File: src/rtl/an_page_regs.vh
// Purpose: register map and field constants for the page exchange registers
// Assumes: 32-bit axi4-lite data, 16-bit registers in the low half
// Notes: printed offsets are indices; byte address is four times the index
`ifndef AN_PAGE_REGS_VH
`define AN_PAGE_REGS_VH

`define IDX_BASE_PAGE 4'h5
`define IDX_EXPANSION 4'h6
`define IDX_TX_PAGE 4'h7
`define IDX_RX_PAGE 4'h8
`define IDX_CONTROL 4'h9

`define EXP_PD_FAULT 4
`define EXP_PARTNER_NP 3
`define EXP_LOCAL_NP 2
`define EXP_PAGE_RCVD 1
`define EXP_PARTNER_AN 0

`define TX_WRITE_MASK 16'hb7ff
`define TX_PAGE_RESET 16'h2001
`define RX_PAGE_RESET 16'h0000
`define LOCAL_NP_RESET 1'b1
`define CTRL_SOFT_RESET 0
`define CTRL_LOCAL_NP 1

`define AXI_RESP_OKAY 2'b00
`define AXI_RESP_SLVERR 2'b10

`endif

File: src/rtl/an_page_regs.v
// Purpose: page exchange status and control registers on axi4-lite
// Assumes: inputs synchronous to core_clk, one write and one read at a time
// Notes: reads of the expansion register clear its latched bits
//
// The AXI4-Lite interface to the registers was left to the implementer.
`timescale 1ns/1ps
`include "an_page_regs.vh"

module an_page_regs (
   input wire core_clk,
   input wire rst_n,
   input wire [31:0] s_axi_awaddr,
   input wire s_axi_awvalid,
   output wire s_axi_awready,
   input wire [31:0] s_axi_wdata,
   input wire [3:0] s_axi_wstrb,
   input wire s_axi_wvalid,
   output wire s_axi_wready,
   output reg [1:0] s_axi_bresp,
   output reg s_axi_bvalid,
   input wire s_axi_bready,
   input wire [31:0] s_axi_araddr,
   input wire s_axi_arvalid,
   output wire s_axi_arready,
   output reg [31:0] s_axi_rdata,
   output reg [1:0] s_axi_rresp,
   output reg s_axi_rvalid,
   input wire s_axi_rready,
   input wire base_page_valid,
   input wire [15:0] base_page_word,
   input wire next_page_valid,
   input wire [15:0] next_page_word,
   input wire pd_fault_event,
   input wire partner_np_able,
   input wire partner_an_able,
   input wire link_fail,
   input wire [1:0] tx_ctrl_bits,
   output reg [15:0] tx_code_word,
   output reg page_loaded
);

   reg [15:0] base_page_r;
   reg [15:0] rx_page_r;
   reg [15:0] tx_page_r;
   reg pd_fault_r;
   reg page_rcvd_r;
   reg local_np_r;
   reg aw_held_r;
   reg w_held_r;
   reg [3:0] aw_idx_r;
   reg aw_bad_r;
   reg [31:0] wdata_r;
   reg [3:0] wstrb_r;

   // decode a byte address into a register index; flag unaligned or far
   function [4:0] decode;
      input [31:0] addr;
      begin
         if (addr[1:0] != 2'b00 || addr[31:6] != 26'h0) begin
            decode = {1'b1, 4'h0};
         end else if (addr[5:2] >= `IDX_BASE_PAGE &&
                      addr[5:2] <= `IDX_CONTROL) begin
            decode = {1'b0, addr[5:2]};
         end else begin
            decode = {1'b1, 4'h0};
         end
      end
   endfunction

   wire [4:0] aw_dec = decode(s_axi_awaddr);
   wire [4:0] ar_dec = decode(s_axi_araddr);

   // channels are taken independently; response waits for both
   assign s_axi_awready = !aw_held_r && !s_axi_bvalid;
   assign s_axi_wready = !w_held_r && !s_axi_bvalid;
   assign s_axi_arready = !s_axi_rvalid;

   wire aw_fire = s_axi_awvalid && s_axi_awready;
   wire w_fire = s_axi_wvalid && s_axi_wready;
   wire ar_fire = s_axi_arvalid && s_axi_arready;
   wire have_aw = aw_held_r || aw_fire;
   wire have_w = w_held_r || w_fire;
   wire wr_go = have_aw && have_w;
   wire [3:0] wr_idx = aw_held_r ? aw_idx_r : aw_dec[3:0];
   wire wr_bad = aw_held_r ? aw_bad_r : aw_dec[4];
   wire [31:0] wr_data = w_held_r ? wdata_r : s_axi_wdata;
   wire [3:0] wr_strb = w_held_r ? wstrb_r : s_axi_wstrb;
   wire [15:0] byte_mask = {{8{wr_strb[1]}}, {8{wr_strb[0]}}};
   wire tx_wr = wr_go && !wr_bad && wr_idx == `IDX_TX_PAGE &&
                (wr_strb[1] || wr_strb[0]);
   wire ctrl_wr = wr_go && !wr_bad && wr_idx == `IDX_CONTROL;
   wire soft_reset = ctrl_wr && wr_strb[0] &&
                     wr_data[`CTRL_SOFT_RESET];
   wire exp_read = ar_fire && !ar_dec[4] && ar_dec[3:0] == `IDX_EXPANSION;

   // write address and data latches for the out-of-order case
   always @(posedge core_clk or negedge rst_n) begin
      if (!rst_n) begin
         aw_held_r <= 1'b0;
         w_held_r <= 1'b0;
         aw_idx_r <= 4'h0;
         aw_bad_r <= 1'b0;
         wdata_r <= 32'h0000_0000;
         wstrb_r <= 4'h0;
         s_axi_bvalid <= 1'b0;
         s_axi_bresp <= `AXI_RESP_OKAY;
      end else begin
         if (wr_go) begin
            aw_held_r <= 1'b0;
            w_held_r <= 1'b0;
            s_axi_bvalid <= 1'b1;
            s_axi_bresp <= wr_bad ? `AXI_RESP_SLVERR : `AXI_RESP_OKAY;
         end else begin
            if (aw_fire) begin
               aw_held_r <= 1'b1;
               aw_idx_r <= aw_dec[3:0];
               aw_bad_r <= aw_dec[4];
            end
            if (w_fire) begin
               w_held_r <= 1'b1;
               wdata_r <= s_axi_wdata;
               wstrb_r <= s_axi_wstrb;
            end
            if (s_axi_bvalid && s_axi_bready) begin
               s_axi_bvalid <= 1'b0;
            end
         end
      end
   end

   // received pages; each capture lands with its page received flag
   always @(posedge core_clk or negedge rst_n) begin
      if (!rst_n) begin
         base_page_r <= `RX_PAGE_RESET;
         rx_page_r <= `RX_PAGE_RESET;
      end else if (soft_reset) begin
         base_page_r <= `RX_PAGE_RESET;
         rx_page_r <= `RX_PAGE_RESET;
      end else begin
         if (base_page_valid) begin
            base_page_r <= base_page_word;
         end
         if (next_page_valid) begin
            rx_page_r <= next_page_word;
         end
      end
   end

   // latched-high bits: a new event in the read cycle wins over the clear
   always @(posedge core_clk or negedge rst_n) begin
      if (!rst_n) begin
         pd_fault_r <= 1'b0;
         page_rcvd_r <= 1'b0;
         local_np_r <= `LOCAL_NP_RESET;
      end else if (soft_reset) begin
         pd_fault_r <= 1'b0;
         page_rcvd_r <= 1'b0;
         local_np_r <= `LOCAL_NP_RESET;
      end else begin
         if (pd_fault_event) begin
            pd_fault_r <= 1'b1;
         end else if (exp_read) begin
            pd_fault_r <= 1'b0;
         end
         if (base_page_valid || next_page_valid) begin
            page_rcvd_r <= 1'b1;
         end else if (exp_read) begin
            page_rcvd_r <= 1'b0;
         end
         if (ctrl_wr && wr_strb[0]) begin
            local_np_r <= wr_data[`CTRL_LOCAL_NP];
         end
      end
   end

   // transmit page; link failure restores it, read-only bits are kept
   always @(posedge core_clk or negedge rst_n) begin
      if (!rst_n) begin
         tx_page_r <= `TX_PAGE_RESET;
         page_loaded <= 1'b0;
      end else if (soft_reset || link_fail) begin
         tx_page_r <= `TX_PAGE_RESET;
         page_loaded <= 1'b0;
      end else begin
         page_loaded <= tx_wr;
         if (tx_wr) begin
            tx_page_r <= (tx_page_r & ~(byte_mask & `TX_WRITE_MASK)) |
                         (wr_data[15:0] & byte_mask &
                          `TX_WRITE_MASK);
         end
      end
   end

   // code word: software bits plus the ack and toggle bits held by the fsm
   always @(posedge core_clk or negedge rst_n) begin
      if (!rst_n) begin
         tx_code_word <= `TX_PAGE_RESET;
      end else begin
         tx_code_word <= {tx_page_r[15], tx_ctrl_bits[1], tx_page_r[13:12],
                          tx_ctrl_bits[0], tx_page_r[10:0]};
      end
   end

   // read data mux; expansion upper bits are reserved zero
   reg [15:0] rd_val;
   always @* begin
      rd_val = 16'h0000;
      case (ar_dec[3:0])
         `IDX_BASE_PAGE: rd_val = base_page_r;
         `IDX_EXPANSION: rd_val = {11'h000, pd_fault_r, partner_np_able,
                                   local_np_r, page_rcvd_r,
                                   partner_an_able};
         `IDX_TX_PAGE: rd_val = {tx_page_r[15], tx_ctrl_bits[1],
                                 tx_page_r[13:12], tx_ctrl_bits[0],
                                 tx_page_r[10:0]};
         `IDX_RX_PAGE: rd_val = rx_page_r;
         `IDX_CONTROL: rd_val = {14'h0000, local_np_r, 1'b0};
         default: rd_val = 16'h0000;
      endcase
   end

   // read channel; one cycle from address to data
   always @(posedge core_clk or negedge rst_n) begin
      if (!rst_n) begin
         s_axi_rvalid <= 1'b0;
         s_axi_rdata <= 32'h0000_0000;
         s_axi_rresp <= `AXI_RESP_OKAY;
      end else if (ar_fire) begin
         s_axi_rvalid <= 1'b1;
         s_axi_rdata <= ar_dec[4] ? 32'h0000_0000 : {16'h0000, rd_val};
         s_axi_rresp <= ar_dec[4] ? `AXI_RESP_SLVERR : `AXI_RESP_OKAY;
      end else if (s_axi_rready) begin
         s_axi_rvalid <= 1'b0;
      end
   end

endmodule

File: config.mk
export PLATFORM = sky130hd
export DESIGN_NAME = an_page_regs
export DESIGN_NICKNAME = d
export VERILOG_FILES = /design/src/rtl/an_page_regs.v
export VERILOG_INCLUDE_DIRS = /design/src /design/src/rtl
export SDC_FILE = /design/constraint.sdc
export NUM_CORES = 1
export LEC_CHECK = 0
export BUFFER_PORTS_ARGS = -buffer_cell sky130_fd_sc_hd__buf_2
export CORE_ASPECT_RATIO = 0.7
export CORE_MARGIN = 1
export CORE_UTILIZATION = 46
export DETAILED_ROUTE_END_ITERATION = 16
export PLACE_DENSITY = 0.86
export SYNTH_ARGS = -nofsm -noshare
export SYNTH_HDL_FRONTEND = slang
export SYNTH_SLANG_ARGS = --single-unit
File: constraint.sdc
create_clock -name core_clk -period 5.3 [get_ports core_clk]
set_input_delay 0.53 -clock core_clk [delete_from_list [all_inputs] [get_ports core_clk]]
set_output_delay 0.53 -clock core_clk [all_outputs]
set_load 0.01 [all_outputs]
## Yosys cells after proc, flatten, opt, wreduce, memory -nomap -nowiden

Index checks and enable logic that the tools add are counted.

| storage, ports and cells | value |
|---|---|
| memory bits (read-only) | 0 |
| latch bits | 0 |
| output and inout port bits | 58 |
| bits in writable memories | 0 |
| flip-flop bits (word level) | 131 |
| memories | 0 |
| bits of input ports | 147 |

| operators by class | value |
|---|---|
| equality and inequality tests | 7 |
| shifts and indexed selects | 0 |
| mux-type cells | 34 |
| bitwise gates (word level) | 5 |
| $lt $le $gt $ge | 4 |
| $add $sub $neg | 0 |
| div/mod/pow operators | 0 |
| reduce and logical (&&, ||, !) cells | 46 |
| multiply operators | 0 |

Operators with widths:

| kind | count |
|---|---|
| 16-bit 2-to-1 mux | 8 |
| 16-bit one-hot mux with 5 select lines | 1 |
| 26-bit nonzero test | 2 |
| 16-bit AND | 2 |
| 5-bit 2-to-1 mux | 4 |
| 2-bit nonzero test | 10 |
| 1-bit logical AND | 17 |
| 1-bit 2-to-1 mux | 17 |
| 4-bit by 3-bit equality test with 1-bit output (second input constant) | 4 |
| 16-bit NOT | 1 |
| 16-bit bitwise OR | 1 |
| 4-bit equality test (second input constant) | 3 |
| 4-bit by 3-bit >= comparator with 1-bit output (second input constant) | 2 |
| 4-bit less-or-equal comparator (second input constant) | 2 |
| 1-bit logical OR | 7 |
| 1-bit zero test | 6 |
| 2-bit 2-to-1 mux | 3 |
| 3-bit nonzero test | 2 |
| 4-bit 2-to-1 mux | 1 |
| 2-bit AND reduction | 2 |
| 1-bit NOT | 1 |

## Longest topological paths before layout

| logic depth | value |
|---|---|
| depth after elaboration | 12 |
| depth in mapped cells | 9 |

## Least setup slack after synthesis

OpenSTA, ideal clock, no wires.

| timing | value |
|---|---|
| path kind | input-to-reg |
| from | input port s_axi_awaddr[14] |
| to | register tx_page_r[1] |
| buffers on the path | 0 |
| stages | 7 |
| setup slack | 2920 ps |
| arrival | 2259 ps |
| cells stage by stage | nor4_1 nand4_1 or4b_1 a21o_1 nand2b_1 a31oi_2 a22o_1 |

| on the way | value |
|---|---|
| cells in the longest elaborated chain, start to end | 11 |

RTL lines:

| item | RTL line | text |
|---|---|---|
| from (decl) | an_page_regs.v:12 | `input wire [31:0] s_axi_awaddr,` |
| 26-bit nonzero test (*) | an_page_regs.v:59 | `if (addr[1:0] != 2'b00 \|\| addr[31:6] != 26'h0) begin` |
| 1-bit logical OR (*) | an_page_regs.v:59 |  |
| 5-bit 2-to-1 mux (*) | an_page_regs.v:59 |  |
| branches (longest 8 deep; another with 16-bit 2-to-1 mux) | - |  |
| to (signal assigned) | an_page_regs.v:179 | `` tx_page_r <= `TX_PAGE_RESET; `` |
| to (signal assigned) | an_page_regs.v:182 | `` tx_page_r <= `TX_PAGE_RESET; `` |
| to (signal assigned) | an_page_regs.v:187 | `` tx_page_r <= (tx_page_r & ~(byte_mask & `TX_WRITE_MASK)) \| `` |
| to (decl) | an_page_regs.v:44 | `reg [15:0] tx_page_r;` |

Every way passes the cells marked *.
A chain may end at the register's enable or synchronous reset.

## Worst setup path after layout

| timing | value |
|---|---|
| from | input port s_axi_araddr[3] |
| to | register s_axi_rdata[11] |

| on the way | value |
|---|---|
| cells in the longest elaborated chain, start to end | 7 |

RTL lines:

| item | RTL line | text |
|---|---|---|
| from (decl) | an_page_regs.v:22 | `input wire [31:0] s_axi_araddr,` |
| 4-bit by 3-bit >= comparator with 1-bit output (no line) or 4-bit less-or-equal comparator (tied branches) | - |  |
| 1-bit logical AND (no line) | - |  |
| 5-bit 2-to-1 mux (*) | an_page_regs.v:61 | `` end else if (addr[5:2] >= `IDX_BASE_PAGE && `` |
| 5-bit 2-to-1 mux (*) | an_page_regs.v:59 |  |
| 4-bit equality test or 4-bit by 3-bit equality test with 1-bit output (tied branches) | an_page_regs.v:208 | `case (ar_dec[3:0])` |
| 16-bit one-hot mux with 5 select lines | an_page_regs.v:208 |  |
| 16-bit 2-to-1 mux (*) | an_page_regs.v:230 | `s_axi_rdata <= ar_dec[4] ? 32'h0000_0000 : {16'h0000, rd_val};` |
| to (signal assigned) | an_page_regs.v:230 |  |
| to (decl) | an_page_regs.v:25 | `output reg [31:0] s_axi_rdata,` |

Every way passes the cells marked *; elsewhere a longest branch is shown, timed or not.

==> results.md <==
* Power Density at 349.2 nW/µm²
* Met2 WL at 6293 µm
* Post-DP HPWL at 9519 µm
* Layout cells sized above 1 at 38.36%
* Placed insts at 713
* Sum Neg Setup Slack at 0 ns
* Max Fclk at 0.3261 GHz
* Worst path arrival time at 3.30 ns
* Area Overhead vs Synth at 23.18%
* FFs w/ async S/R, synth at 100.0%
* Sequential area share after synthesis at 55.00%
* Max-cap viol count at 0
* Seq. cell area at 2734 µm²
* # IOs at 205
* Filler instances at 898
* Worst-case clock skew at 0.008735 ns
* Wire per inst at 17.28 µm
* Area post-placement at 5821 µm²
* Port Buffers at 166
* Fin. Hold Viols at 0
* Reg clk slew, reported paths at 0.07 ns
* Area of the core at 10430 µm²
* Unrepaired setup endpoints after global routing: false
* Max VDD drop at 0.1799 mV
* Global-route wire length before repair at 19710 µm
* Vias in the first global route at 3999
* Static Leak at 3.055 nW
* Final #Nets at 739
* DR vias at 3948
* Overflow after GRT at 0
* Post-synth top flop: dfrtp_1
* Critical Path Source Type: input port
* TritonCTS Sinks at 109
* EDFF count, synth at 0
* Routed WL at 12600 µm
* Post-CTS Hold Fix Bufs at 0
* Final setup margin at 2.233 ns
* Status: completed
* CTS Root Cell: clkbuf_16
* Die area at 11230 µm²
* Worst hold path type: in2async
* Largest net degree at the start of global routing at 64
* Die width at 126.3 µm
* Syn avg cell area at 11.40 µm²
* Post-route ant nets at 0
* Largest area contributor in the netlist: dfrtp_1
* Minimum clock period at 3.067 ns
* Final max-slew violation count at 0
* CTS tree: built
* Clock tree buffer depth at 2
* DRT Pass-1 Iters at 5
* Crit share post-route at 57.86%
* Global placer's final weighted congestion at 0.8419
* Cells after synthesis at 436
* Yosys cell types at 43
* Top cell type's share of synthesized area at 52.35%
* Synth area leaders: dfrtp_1 52%, mux2i_1 8.3%, mux2_2 7.7%, nor2_1 4.0%, buf_4 3.0%
* Initial Utilization at 47.64%
* Cell area after synthesis at 4971 µm²
* Critical Path RT at 5.53 ns
* Slew margin rel. at 32.49%
* Post-cts gate resize count at 0
* Critical path type: in2reg
* GRT Total Usage at 23.27%
* Design Area, Final at 6123 µm²
* Post-CTS Setup Repair Bufs at 0
* Util after Layout at 58.69%
* CP endpoint kind: flip-flop
* Starting DRT DRC Count at 248
* Metal3 WL at 677 µm
* Post-route DRC at 0
* Post-Layout Cell Count at 729
* M1 WL at 5399 µm
* Worst slew pin tran at 1.011 ns
* Num rows at 31
* Vias/cell at 5.416
* Synth warnings at 0
* Critical Path Fanout Max at 11
* Num CTS Buffers at 9
* Htree depth at 3
* Initial antenna violation count at 0
* Chip height at 88.98 µm
* Max layer used: met4
* Post-place setup slack at 1.957 ns
* Clock latency at the later pin of the worst-skew pair at 0.34 ns
* Final setup fails at 0
* Multi-input combinational cell area at 2054 µm²
* N_diodes at 0
* Yosys reg bits at 109
-- cell usage in the layout (no fill, tap or decap), drive strengths merged, types with 2 or more instances in the layout --
cell,synthesis,routed
a21oi,9,9
a221oi,4,4
a222oi,11,11
a22o,13,13
a22oi,2,2
and2,2,2
and3,3,3
buf,28,168
clkbuf,12,11
clkinv,0,3
conb,1,18
dfrtp,104,104
dfstp,5,5
inv,5,5
mux2,34,34
mux2i,41,41
nand2,28,28
nand2b,3,3
nand3,6,6
nand3b,2,2
nand4,2,2
nor2,53,53
nor2b,6,6
nor3,10,10
nor3b,3,3
nor4,15,15
o21ai,18,18
o31ai,2,2
o41ai,4,4
or2,2,2
-- worst paths after layout --
check | from | to | slack, ns | cells after the start
setup / recovery | s_axi_araddr[3] | s_axi_rdata[11]$_DFFE_PN0P_ | 2.23 | 8
hold / removal | rst_n | tx_code_word[3]$_DFF_PN0_ | 0.18 | 1
setup reg to reg | w_held_r$_DFFE_PN0P_ | tx_page_r[13]$_DFFE_PN1P_ | 2.73 | 7
hold reg to reg | tx_page_r[13]$_DFFE_PN1P_ | tx_code_word[13]$_DFF_PN1_ | 0.39 | 0
max in group asynchronous | rst_n | rx_page_r[12]$_DFFE_PN0P_ | 3.87 | 2
min in group core_clk | tx_ctrl_bits[0] | tx_code_word[11]$_DFF_PN0_ | 0.31 | 1
-- area by class of cell --
| class | instances | area share, % |
|---|---|---|
| Sequential cell | 109 | 44.65 |
| Multi-Input combinational cell | 299 | 33.55 |
| Timing Repair Buffer | 168 | 13.85 |
| Clock buffer | 11 | 3.964 |
| Tap cell | 132 | 2.697 |
| Clock inverter | 5 | 0.9808 |
| Inverter | 5 | 0.3065 |
-- worst max-delay path: stages --
cell      delay (ns)
buf_2           0.17
nor3b_4         0.35
a21oi_1         0.11
nor3_1          0.48
and3_1          0.33
nor2b_1         0.82
a222oi_1        0.25
o21ai_0         0.24
-- per-stage QoR --
stage          power [mW]  hold WS, ns
6_report            2.138       0.1779
5_1_grt             2.250       0.2214
4_1_cts             2.159       0.2039
3_5_place_dp        1.486       0.3796
3_3_place_gp        1.451       0.3794
2_1_floorplan       1.327       0.2344
-- where the power goes --
| part | internal (mW) | total (mW) | leakage (nW) | switching (mW) |
|---|---|---|---|---|
| Clock | 0.380 | 0.671 | 0.146 | 0.291 |
| Combinational | 0.219 | 0.419 | 1.55 | 0.200 |
| Sequential | 0.945 | 1.05 | 1.36 | 0.103 |
-- cells by family (layout without fill, tap and decap cells) --
family                 after synthesis  in the layout  synth area share [%]
AO/OA/AOI/OAI                       69             69                 10.22
buffers and inverters               45            189                 5.084
flip-flops                         109            109                 55.00
multiplexers                        75             75                 15.96
other                                1             18               0.07544
AND/OR/NAND/NOR                    137            137                 13.67
-- registers in the layout (all words and copies together), names as in the netlist, 2 cells and up --
signal / count
aw_idx_r: 4
tx_page_r: 14
wstrb_r: 2
tx_code_word: 16
rx_page_r: 16
wdata_r: 14
s_axi_rdata: 16
base_page_r: 16
-- metal layers --
metal	up-vias	global-route usage (%)
met2	130	40.83
met3	18	5.566
met5	-	0
met1	1945	28.39
met4	0	9.200
li1	1855	-
-- Yosys cell counts, types with 2 or more instances --
library cell and number:
nor2b_1 6, a22o_1 13, nor4_1 15, mux2i_1 41, mux2_2 34, a22oi_1 2
nand3_1 5, nand3b_1 2, and2_1 2, clkbuf_1 12, nand2b_1 3, nor2_1 53
inv_1 5, buf_4 20, or2_2 2, and3_1 3, a221oi_1 4, dfrtp_1 104
a222oi_1 11, a21oi_1 9, o31ai_1 2, o21ai_0 18, dfstp_2 5, o41ai_1 4
nor3_1 9, buf_2 7, nand4_1 2, nand2_1 28
(Power assumes the default switching activity.)
